<file path="config.mk">
export PLATFORM = sky130hd
export DESIGN_NAME = uif_irq_top
export DESIGN_NICKNAME = d
export VERILOG_FILES = /design/src/verilog/uif_pkg.sv /design/src/verilog/uif_flag_if.sv /design/src/verilog/uif_irq_top.sv /design/src/verilog/uif_flag_bank.sv
export SDC_FILE = /design/constraint.sdc
export NUM_CORES = 1
export LEC_CHECK = 0
export BUFFER_PORTS_ARGS = -buffer_cell sky130_fd_sc_hd__buf_2
export CAP_MARGIN = 15
export CORE_AREA = 2 2 108 68
export CTS_CLUSTER_SIZE = 10
export DETAILED_ROUTE_END_ITERATION = 8
export DIE_AREA = 0 0 110 70
export GPL_TIMING_DRIVEN = 0
export HOLD_SLACK_MARGIN = 0.06
export PLACE_DENSITY = 0.89
export SYNTH_ARGS = -nofsm -noshare
export SYNTH_HDL_FRONTEND = slang
export SYNTH_SLANG_ARGS = --single-unit
</file>
<file path="constraint.sdc">
create_clock -name sys_clk -period 2.36 [get_ports sys_clk]
set_clock_uncertainty 0.2 [all_clocks]
set_input_delay 0.472 -clock sys_clk [delete_from_list [all_inputs] [get_ports sys_clk]]
set_output_delay 0.472 -clock sys_clk [all_outputs]
set_load 0.1 [all_outputs]
</file>
<file path="src/verilog/uif_pkg.sv">
// package of register map, field layout and reset values for the irq flags
package uif_pkg;

   // system addresses of the word registers
   localparam logic [31:0] UIF_ADDR_STATUS  = 32'hF00E_0008;
   localparam logic [31:0] UIF_ADDR_ENABLE  = 32'hF00E_000C;
   localparam logic [31:0] UIF_ADDR_PENDING = 32'hF00E_0010;
   localparam logic [31:0] UIF_ADDR_OVERRUN = 32'hF00E_0014;

   // register width and number of endpoint sources
   localparam int UIF_DATA_W = 32;
   localparam int UIF_EP_NUM = 5;

   // field positions shared by status and enable
   localparam int UIF_BIT_EP0       = 0;
   localparam int UIF_BIT_SUSPEND   = 8;
   localparam int UIF_BIT_RESUME    = 9;
   localparam int UIF_BIT_BUSRESET  = 10;
   localparam int UIF_BIT_DISCONNECT = 11;

   // implemented bits; all others are reserved and read zero
   localparam logic [31:0] UIF_STATUS_MASK = 32'h0000_0F1F;
   localparam logic [31:0] UIF_ENABLE_MASK = 32'h0000_0D1F;

   // reset values
   localparam logic [31:0] UIF_ENABLE_RST  = 32'h0000_0000;
   localparam logic [31:0] UIF_STATUS_RST  = 32'h0000_0000;
   localparam logic [31:0] UIF_READ_IDLE   = 32'h0000_0000;

   // apb slave phase; gray coded along idle -> answer -> idle
   typedef enum logic [1:0] {
      UIF_ST_IDLE   = 2'b00,
      UIF_ST_ANSWER = 2'b01
   } uif_apb_st_t;

endpackage

</file>
<file path="src/verilog/uif_flag_if.sv">
// interface carrying events, clears and flag state to the flag bank
`timescale 1ns/1ns
`default_nettype none
interface uif_flag_if #(
   parameter int W = 32
);
   logic [W-1:0] evtPulse;   // hardware set, one cycle per event
   logic [W-1:0] clrPulse;   // software clear, one cycle
   logic [W-1:0] flags;      // sticky flags
   logic [W-1:0] overrun;    // event seen while flag already set

   // the bank owns the sticky state
   modport bank (
      input  evtPulse,
      input  clrPulse,
      output flags,
      output overrun
   );

   // the controller feeds events and reads state
   modport ctrl (
      output evtPulse,
      output clrPulse,
      input  flags,
      input  overrun
   );
endinterface
`default_nettype wire

</file>
<file path="src/verilog/uif_irq_top.sv">
// usb device interrupt flags, enables and apb register slave
`timescale 1ns/1ns
`default_nettype none

module uif_irq_top
   import uif_pkg::*;
#(
   parameter int EP_NUM = UIF_EP_NUM
) (
   // clock and reset
   input  wire logic                    sys_clk,
   input  wire logic                    nrst,
   // apb slave
   input  wire logic                    psel,
   input  wire logic                    penable,
   input  wire logic                    pwrite,
   input  wire logic [31:0]             paddr,
   input  wire logic [31:0]             pwdata,
   input  wire logic [3:0]              pstrb,
   output logic      [31:0]             prdata,
   output logic                         pready,
   output logic                         pslverr,
   // event pulses from the usb core
   input  wire logic [EP_NUM-1:0]       endpointEvt,
   input  wire logic                    suspendEvt,
   input  wire logic                    resumeEvt,
   input  wire logic                    busResetEvt,
   input  wire logic                    disconnectDoneEvt,
   // views for the usb core and the cpu
   output logic      [UIF_DATA_W-1:0]   usbIrqEnable,
   output logic      [UIF_DATA_W-1:0]   usbIrqStatus,
   output logic                         irqReq
);
   import uif_pkg::*;

   ///////////////////////////////////////////////////////////////////////
   // declarations

   uif_apb_st_t              apbSt_q;
   uif_apb_st_t              apbSt_d;

   logic [UIF_DATA_W-1:0]    enable_q;     // usb_irq_enable
   logic [UIF_DATA_W-1:0]    enable_d;
   logic [UIF_DATA_W-1:0]    status_q;     // registered copy of the flags
   logic [31:0]              rdata_q;
   logic [31:0]              rdata_d;
   logic                     slvErr_q;
   logic                     slvErr_d;
   logic                     ready_q;
   logic                     irq_q;
   logic                     irq_d;

   logic [UIF_DATA_W-1:0]    eventVec;
   logic [UIF_DATA_W-1:0]    clearVec;
   logic [UIF_DATA_W-1:0]    pendingVec;
   logic [31:0]              byteMask;
   logic [31:0]              readMux;

   logic                     apbSetup;
   logic                     apbDone;
   logic                     wrDone;
   logic                     hitStatus;
   logic                     hitEnable;
   logic                     hitPending;
   logic                     hitOverrun;
   logic                     hitAny;

   uif_flag_if #(.W(UIF_DATA_W)) flagBus ();

   ///////////////////////////////////////////////////////////////////////
   // gather the core events into status bit positions

   // endpoint sources fill the low bits; reserved positions stay zero
   genvar e;
   generate
      for (e = 0; e < UIF_DATA_W; e++) begin : g_evt
         if (e >= UIF_BIT_EP0 && e < UIF_BIT_EP0 + EP_NUM) begin : g_ep
            assign eventVec[e] = endpointEvt[e - UIF_BIT_EP0];
         end else if (e == UIF_BIT_SUSPEND) begin : g_sus
            assign eventVec[e] = suspendEvt;
         end else if (e == UIF_BIT_RESUME) begin : g_res
            assign eventVec[e] = resumeEvt;
         end else if (e == UIF_BIT_BUSRESET) begin : g_rst
            assign eventVec[e] = busResetEvt;
         end else if (e == UIF_BIT_DISCONNECT) begin : g_dis
            assign eventVec[e] = disconnectDoneEvt;
         end else begin : g_none
            assign eventVec[e] = 1'b0;
         end
      end
   endgenerate

   ///////////////////////////////////////////////////////////////////////
   // sticky flag bank; events set, software write-one clears

   assign flagBus.evtPulse = eventVec & UIF_STATUS_MASK;
   assign flagBus.clrPulse = clearVec;

   uif_flag_bank #(
      .IMPL (UIF_STATUS_MASK)
   ) u_flags (
      .sys_clk (sys_clk),
      .nrst    (nrst),
      .fb      (flagBus.bank)
   );

   ///////////////////////////////////////////////////////////////////////
   // apb address decode and phase qualifiers

   // a full 32-bit compare keeps aliases off the map
   assign hitStatus  = (paddr == UIF_ADDR_STATUS);
   assign hitEnable  = (paddr == UIF_ADDR_ENABLE);
   assign hitPending = (paddr == UIF_ADDR_PENDING);
   assign hitOverrun = (paddr == UIF_ADDR_OVERRUN);
   assign hitAny     = hitStatus | hitEnable | hitPending | hitOverrun;

   // first access cycle is spent fetching; the next one completes
   assign apbSetup = psel & penable & (apbSt_q == UIF_ST_IDLE);
   assign apbDone  = psel & penable & (apbSt_q == UIF_ST_ANSWER);
   assign wrDone   = apbDone & pwrite & hitAny;

   // byte lanes widened to a bit mask
   assign byteMask = {{8{pstrb[3]}}, {8{pstrb[2]}},
                      {8{pstrb[1]}}, {8{pstrb[0]}}};

   ///////////////////////////////////////////////////////////////////////
   // register write effects

   // enable: cpu read/write, reserved bits forced to zero
   assign enable_d = (wrDone && hitEnable) ?
                     (((pwdata & byteMask) | (enable_q & ~byteMask))
                      & UIF_ENABLE_MASK) :
                     enable_q;

   // status and overrun: write one clears the bits under the byte lanes
   assign clearVec = (wrDone && (hitStatus || hitOverrun)) ?
                     (pwdata & byteMask & UIF_STATUS_MASK) :
                     {UIF_DATA_W{1'b0}};

   ///////////////////////////////////////////////////////////////////////
   // interrupt gating

   // a cleared enable bit blocks its flag, a set one passes it
   assign pendingVec = flagBus.flags & enable_q;
   assign irq_d      = |pendingVec;

   ///////////////////////////////////////////////////////////////////////
   // read data selection

   assign readMux = hitStatus  ? (flagBus.flags & UIF_STATUS_MASK) :
                    hitEnable  ? enable_q :
                    hitPending ? pendingVec :
                    hitOverrun ? (flagBus.overrun & UIF_STATUS_MASK) :
                                 UIF_READ_IDLE;

   // answer contents are captured in the first access cycle
   assign rdata_d  = (apbSetup && !pwrite) ? readMux :
                     apbDone               ? UIF_READ_IDLE :
                                             rdata_q;
   assign slvErr_d = apbSetup ? ~hitAny :
                     apbDone  ? 1'b0 :
                                slvErr_q;

   ///////////////////////////////////////////////////////////////////////
   // apb phase state

   // next phase: answer one cycle after the access begins
   always_comb begin
      apbSt_d = apbSt_q;
      case (apbSt_q)
         UIF_ST_IDLE: begin
            if (apbSetup) begin
               apbSt_d = UIF_ST_ANSWER;
            end
         end
         UIF_ST_ANSWER: begin
            apbSt_d = UIF_ST_IDLE;
         end
         default: begin
            apbSt_d = UIF_ST_IDLE;
         end
      endcase
   end

   // phase register and ready strobe
   always_ff @(posedge sys_clk or negedge nrst) begin
      if (!nrst) begin
         apbSt_q <= UIF_ST_IDLE;
         ready_q <= 1'b0;
      end else begin
         apbSt_q <= apbSt_d;
         ready_q <= (apbSt_d == UIF_ST_ANSWER);
      end
   end

   // answer data and error
   always_ff @(posedge sys_clk or negedge nrst) begin
      if (!nrst) begin
         rdata_q  <= UIF_READ_IDLE;
         slvErr_q <= 1'b0;
      end else begin
         rdata_q  <= rdata_d;
         slvErr_q <= slvErr_d;
      end
   end

   ///////////////////////////////////////////////////////////////////////
   // enable register, status copy and request output

   // all sources disabled out of reset
   always_ff @(posedge sys_clk or negedge nrst) begin
      if (!nrst) begin
         enable_q <= UIF_ENABLE_RST;
      end else begin
         enable_q <= enable_d;
      end
   end

   // registered views for the core and the single request line
   always_ff @(posedge sys_clk or negedge nrst) begin
      if (!nrst) begin
         status_q <= UIF_STATUS_RST;
         irq_q    <= 1'b0;
      end else begin
         status_q <= flagBus.flags;
         irq_q    <= irq_d;
      end
   end

   ///////////////////////////////////////////////////////////////////////
   // outputs, each straight from a flip-flop

   assign prdata       = rdata_q;
   assign pready       = ready_q;
   assign pslverr      = slvErr_q;
   assign usbIrqEnable = enable_q;
   assign usbIrqStatus = status_q;
   assign irqReq       = irq_q;

endmodule
`default_nettype wire

</file>
<file path="src/verilog/uif_flag_bank.sv">
// sticky flag bank: one set-dominant flag and overrun bit per implemented position
`timescale 1ns/1ns
`default_nettype none
module uif_flag_bank
   import uif_pkg::*;
#(
   parameter logic [31:0] IMPL = UIF_STATUS_MASK
) (
   // clock and reset
   input  wire logic sys_clk,
   input  wire logic nrst,
   // flag traffic
   uif_flag_if.bank  fb
);
   import uif_pkg::*;

   ///////////////////////////////////////////////////////////////////////
   // one cell per bit; reserved positions are constant zero
   genvar i;
   generate
      for (i = 0; i < UIF_DATA_W; i++) begin : g_bit
         if (IMPL[i]) begin : g_impl
            logic flag_q;
            logic flag_d;
            logic ovr_q;
            logic ovr_d;
            // a set in the same cycle as a clear wins for the flag; for the overrun bit the clear wins
            assign flag_d = fb.evtPulse[i] |
                            (flag_q & ~fb.clrPulse[i]);
            assign ovr_d  = (fb.evtPulse[i] & flag_q & ~fb.clrPulse[i]) |
                            (ovr_q & ~fb.clrPulse[i]);
            // sticky state
            always_ff @(posedge sys_clk or negedge nrst) begin
               if (!nrst) begin
                  flag_q <= 1'b0;
                  ovr_q  <= 1'b0;
               end else begin
                  flag_q <= flag_d;
                  ovr_q  <= ovr_d;
               end
            end
            assign fb.flags[i]   = flag_q;
            assign fb.overrun[i] = ovr_q;
         end else begin : g_rsv
            assign fb.flags[i]   = 1'b0;
            assign fb.overrun[i] = 1'b0;
         end
      end
   endgenerate

endmodule
`default_nettype wire

</file>
==> impl_metrics.csv, run 1 <==
group,metric,value,unit
grt,grt_use_total,19.5,%
finish,finish.utilization,54.2,%
detailed_routing,vias,2518,
logic_synthesis,synth_area_leaders,"dfrtp_1 (44%), buf_4 (19%), a21oi_1 (6.4%)",
pwr,ir_drop,298,uV
setup_path,r2r-start,"apbSt_q[1]",
hold_path,worstHoldPathCells,2,
placement,dp_hpwl,5.76,mm
floorplan,start_util,40.8,%
detailed_routing,finalWirelength,7.48,mm
grt,use_met1,25.7,%
detailed_routing,dr.pass1.iters,5,
pwr,leakage,1.92,nW
setup_path,max_stage_delay,690,ps
finish,fin_nets,527,
logic_synthesis,ys.flop_type,"dfrtp_1",
logic_synthesis,synth_cell_types,34,
setup_path,cp-start-kind,"primary input",
logic_synthesis,synth-seq-cells,49,
logic_synthesis,yosysWarnings,0,
timing,final-setup-viol-count,0,
cts,cts_sinks,49,
setup_path,endpoint_kind,"register",
placement,globalplace.congestion,0.824,
floorplan,coreArea,6880,sq um
setup_path,arrival,2200,ps
cts,ctsLongestPathBuffers,2,
hold_path,hold_path.class,"primary input to register",
floorplan,die_x,110,um
finish,final_cell_mix,"buf_2 (86), conb_1 (71), buf_4 (70), dfrtp_1 (49), a21oi_1 (36)",
grt,met3_usage,5.88,%
finish,synthToLayoutAreaGrowth,33.0,%
setup_path,cp-endpoint,"u_flags.g_bit[1].g_impl.ovr_q",
run_status,status,"finished clean",
grt,grt-busiest-layer,"met2",
detailed_routing,vias_per_cell,4.69,
logic_synthesis,syn_inst,281,
placement,dp.cells,527,
cts,cts_tree,"done",
finish,drive_gt1_share,40.8,%
timing,fin_crit,2210,ps
grt,use_met2,31.2,%
setup_path,crit_fanout,10,
logic_synthesis,synth_edf_count,0,
floorplan,die-area,7700,sq um
logic_synthesis,synth_area,2800,sq um
grt,grt_pass1_vias,2327,
floorplan,rows,24,
detailed_routing,first_iter_violations,245,
cts,htreeDepth,2,
detailed_routing,antenna_left,0,
setup_path,crit_start,"paddr[8]",
cts,cts-root-buf,"clkbuf_8",
cts,clk-insertion-delay-late,300,ps
timing,slew_viol_final,0,
floorplan,die_h,70,um
setup_path,cp_cell_sequence,"buf_2, nor4_1, nand4_2, nor3_2, buf_6, a21oi_1",
placement,portBuffers,85,
grt,antenna_found_initial,0,
timing,finalSetupTns,0,ps
floorplan,ios,181,
timing,timing.final.crit_share,93.6,%
flow_run,drv_cap,0,
setup_path,path_class,"primary input to register",
logic_synthesis,synth_top_area_share,43.7,%
finish,instances_no_fill,537,
setup_path,rr_worst_depth,4,
finish,diodes,0,
timing,worst_slew_pin_slew,715,ps
setup_path,slowest_stage,"nor3_2",
logic_synthesis,synth_top_cell_by_area,"dfrtp_1",
setup_path,rrSetupSlack,270,ps
logic_synthesis,yosysSeqAreaShare,43.7,%
setup_path,worstPathRequired,2350,ps
grt,grt_max_degree,50,
detailed_routing,drcViolationCount,0,
timing,hold_violations,0,
grt,grt_overflow,0,
grt,grt_first_pass_wirelength,11.6,mm
timing,grt_setup_unrepaired,"no",
pwr,power_per_cell_area,561,nW/um^2
finish,layout_commonest_cell,"buf_2",
timing,fmax,453,MHz
cts,cts.clk_slew.worst_paths,90,ps
logic_synthesis,syn_avg_cell_area,9.98,sq um
timing,max_slew_margin,52.1,%
cts,cts_made_buffers,5,
detailed_routing,wl_per_cell,13.9,um
cts,cts_setup_buffers,0,
logic_synthesis,async_reset_ff_share,100,%
[power breakdown]
part / internal, mW / switching [mW]
Sequential: 0.844 / 0.00279
Combinational: 0.148 / 0.610
Clock: 0.205 / 0.282
Total: 1.20 / 0.895
[synth_stat cells (all sizes together), types with 2 or more instances]
library cell	count
a22o	10
nand2	9
mux2i	8
o32ai	8
dfrtp	49
buf	73
a21oi	36
nor3	10
and3b	2
mux2	8
nor2b	10
o21ai	2
nand4	3
nand2b	3
nor2	22
nand3	4
nand3b	2
clkbuf	5
a22oi	4
nor3b	2
nor4	6
[logic make-up (layout without fill, tap and decap cells)]
logic type / count (synthesis) / count (layout) / share of synthesized area, %
AND/OR/NAND/NOR: 75 / 75 / 16.0
AO/OA/AOI/OAI: 61 / 61 / 13.8
other: 1 / 71 / 0.134
buffers and inverters: 79 / 174 / 20.3
flip-flops: 49 / 49 / 43.7
multiplexers: 16 / 16 / 6.07
[worst min-delay path by stage]
stage	slack, ps	from	endpoint
2_1_floorplan	-20	nrst	async pin
3_3_place_gp	220	u_flags.g_bit[9].g_impl.flag_q	usbIrqStatus[9]
3_5_place_dp	240	u_flags.g_bit[9].g_impl.flag_q	usbIrqStatus[9]
4_1_cts	190	nrst	u_flags.g_bit[11].g_impl.flag_q
5_1_grt	210	pwdata[3]	register
6_report	220	pwdata[4]	register
[cell type report]
cell class	count	area [sq um]
plain buffers	78	564
clock buffers	5	68.8
clock inverters	3	17.5
fillers	614	3150
inverters	1	3.75
multi-input cells	223	1270
flip-flops and latches	49	1230
well taps	91	114
repair buffers	87	463
[critical path: cells and delay by family]
family,cells,cell delay [ps]
and+or+nand+nor,3,1320
buffers and inverters,2,330
AOI/OAI and AO/OA,1,80
[metrics by stage]
step           hold slack [ps]  total power, mW  setup slack, ps  instance area [sq um]
3_5_place_dp               244             1.60             -137                   3610
2_1_floorplan            -23.6             1.51              216                   3070
6_report                   218             2.09              151                   3730
5_1_grt                    209             2.16             65.0                   3730
4_1_cts                    188             2.08              182                   3690
3_3_place_gp               216             1.60             -106                   3610
[metal layers]
metal	up-vias	share of wire [%]
met3	23	9.9
met5	-	0
li1	1175	-
met2	139	50
met4	0	2.2
met1	1181	38
[what timing repair did]
action | in CTS | in global routing
hold buffers | 0 | 1
resized for setup | 0 | 0
hold endpoints to repair | 0 | 24
No activity file was read; power rests on OpenSTA's default activity.
==> run 2, diff against run 1 <==
PLACE_DENSITY = 0.8   (was 0.89)
==> run 2 against run 1 <==
  * Critical path type unchanged
  * Die area unchanged
  * Worst hold slack got worse by 3.5 ps
  * Clock power about the same
  * Combinational power about the same
  * Cell area decreased by 0.10%
  * Final cell count unchanged
==> impl_metrics.csv, run 2 (synthesis gave the netlist of run 1 again) <==
group,metric,value,unit
pwr,leakage,1.93,nW
grt,grt_use_total,19.0,%
cts,cts_setup_buffers,0,
timing,final-setup-viol-count,0,
placement,dp.cells,527,
pwr,ir_drop,213,uV
cts,cts.clk_slew.worst_paths,90,ps
finish,synthToLayoutAreaGrowth,32.9,%
floorplan,die_h,70,um
timing,fmax,462,MHz
timing,grt_setup_unrepaired,"no",
setup_path,arrival,2150,ps
floorplan,start_util,40.8,%
floorplan,coreArea,6880,sq um
detailed_routing,vias_per_cell,4.50,
placement,globalplace.congestion,0.827,
floorplan,ios,181,
run_status,status,"finished clean",
grt,antenna_found_initial,0,
pwr,power_per_cell_area,561,nW/um^2
timing,whs,215,ps
cts,cts_made_buffers,5,
finish,instances_no_fill,537,
timing,timing.final.ws_setup,197,ps
cts,htreeDepth,2,
timing,timing.final.crit_share,91.7,%
timing,max_slew_margin,58.1,%
setup_path,worstPathRequired,2350,ps
floorplan,die_x,110,um
finish,layout_commonest_cell,"buf_2",
cts,cts_sinks,49,
placement,pre_cts_slack,-177,ps
setup_path,endpoint_kind,"register",
floorplan,rows,24,
finish,n_fill_cell,636,
grt,grt_overflow,0,
detailed_routing,antenna_left,0,
finish,diodes,0,
timing,fin_crit,2160,ps
setup_path,cp-start-kind,"primary input",
detailed_routing,drcViolationCount,0,
pwr,power,2.09,mW
cts,cts-root-buf,"clkbuf_8",
finish,drive_gt1_share,40.4,%
detailed_routing,dr.pass1.iters,4,
grt,grt_max_degree,50,
placement,portBuffers,85,
cts,clk-insertion-delay-late,300,ps
setup_path,crit_fanout,5,
finish,fin_nets,527,
detailed_routing,finalWirelength,7.21,mm
detailed_routing,wl_per_cell,13.4,um
flow_run,drv_cap,0,
setup_path,path_class,"primary input to register",
placement,dp_hpwl,5.66,mm
timing,hold_violations,0,
grt,grt_first_pass_wirelength,11.3,mm
floorplan,die-area,7700,sq um
timing,worst_slew_pin_slew,625,ps
grt,grt_pass1_vias,2214,
timing,slew_viol_final,0,
cts,ctsLongestPathBuffers,2,
finish,final_cell_mix,"buf_2 (86), conb_1 (71), buf_4 (70), dfrtp_1 (49), a21oi_1 (36)",
detailed_routing,vias,2418,
cts,cts_tree,"done",
detailed_routing,first_iter_violations,149,
hold_path,hold_path.class,"primary input to register",
==> run 2: cell count changes in the layout (fill, tap and decap cells not counted) <==
cell,change
nor3_4,+1
buf_12,+1
nor3_2,-1
clkbuf_1,+2
clkinv_2,-2
buf_16,-1
==> run 2: area by class of cell <==
class	count	area (sq um)	share of cell area, %
tap	91	114	3.06
buffer	78	564	15.1
inverter	1	3.75	0.101
sequential	49	1230	32.9
clock buffer	7	76.3	2.05
timing repair buffer	87	455	12.2
clock inverter	1	7.51	0.201
multi-input combinational	223	1280	34.3
==> run 2: power by group <==
part / switching [mW] / total [mW] / internal (mW)
combinational: 0.609 / 0.756 / 0.147
sequential: 0.00272 / 0.846 / 0.844
clock: 0.276 / 0.486 / 0.210
total: 0.888 / 2.09 / 1.20
==> run 2: critical path, stage by stage <==
cell     delay (ps)
buf_2            90
nor4_1          330
nand4_2         270
nor4_4          580
mux2_2          390
==> run 2: worst paths after layout <==
path                                                     start               to  slack [ps]  cells after the start
worst max-delay path                                 paddr[23]         register         200                      5
min in group asynchronous                                 nrst       apbSt_q[0]         360                      2
worst min register to register  u_flags.g_bit[9].g_impl.flag_q  usbIrqStatus[9]         250                      0
max in group asynchronous                                 nrst        async pin        1120                      3
worst max register to register                      apbSt_q[1]         register         230                      4
worst min-delay path                                pwdata[10]         register         210                      2
==> run 2: what timing repair did <==
action / CTS / global route
resized for setup: 0 / 1
setup endpoints to repair: 0 / 11
endpoints found under the hold margin: 0 / 8
hold buffers: 0 / 1
==> run 2: through the flow <==
stage | area [sq um] | setup TNS (ps) | utilization (%)
after CTS | 3690 | 0 | 53.7
after global placement | 3610 | -1620 | 52.4
final | 3730 | 0 | 54.2
after detailed placement | 3610 | -2900 | 52.4
after global routing | 3730 | 0 | 54.2
after floorplan | 3070 | 0 | -
==> run 2: per-layer routing <==
metal  vias up  part of all wire, %  track usage [%]
met5         -                    0                0
met4         0                 0.26             3.38
met3         2                  6.8             5.04
met2        72                   49             30.0
met1      1160                   44             26.4
li1       1184                    -                -
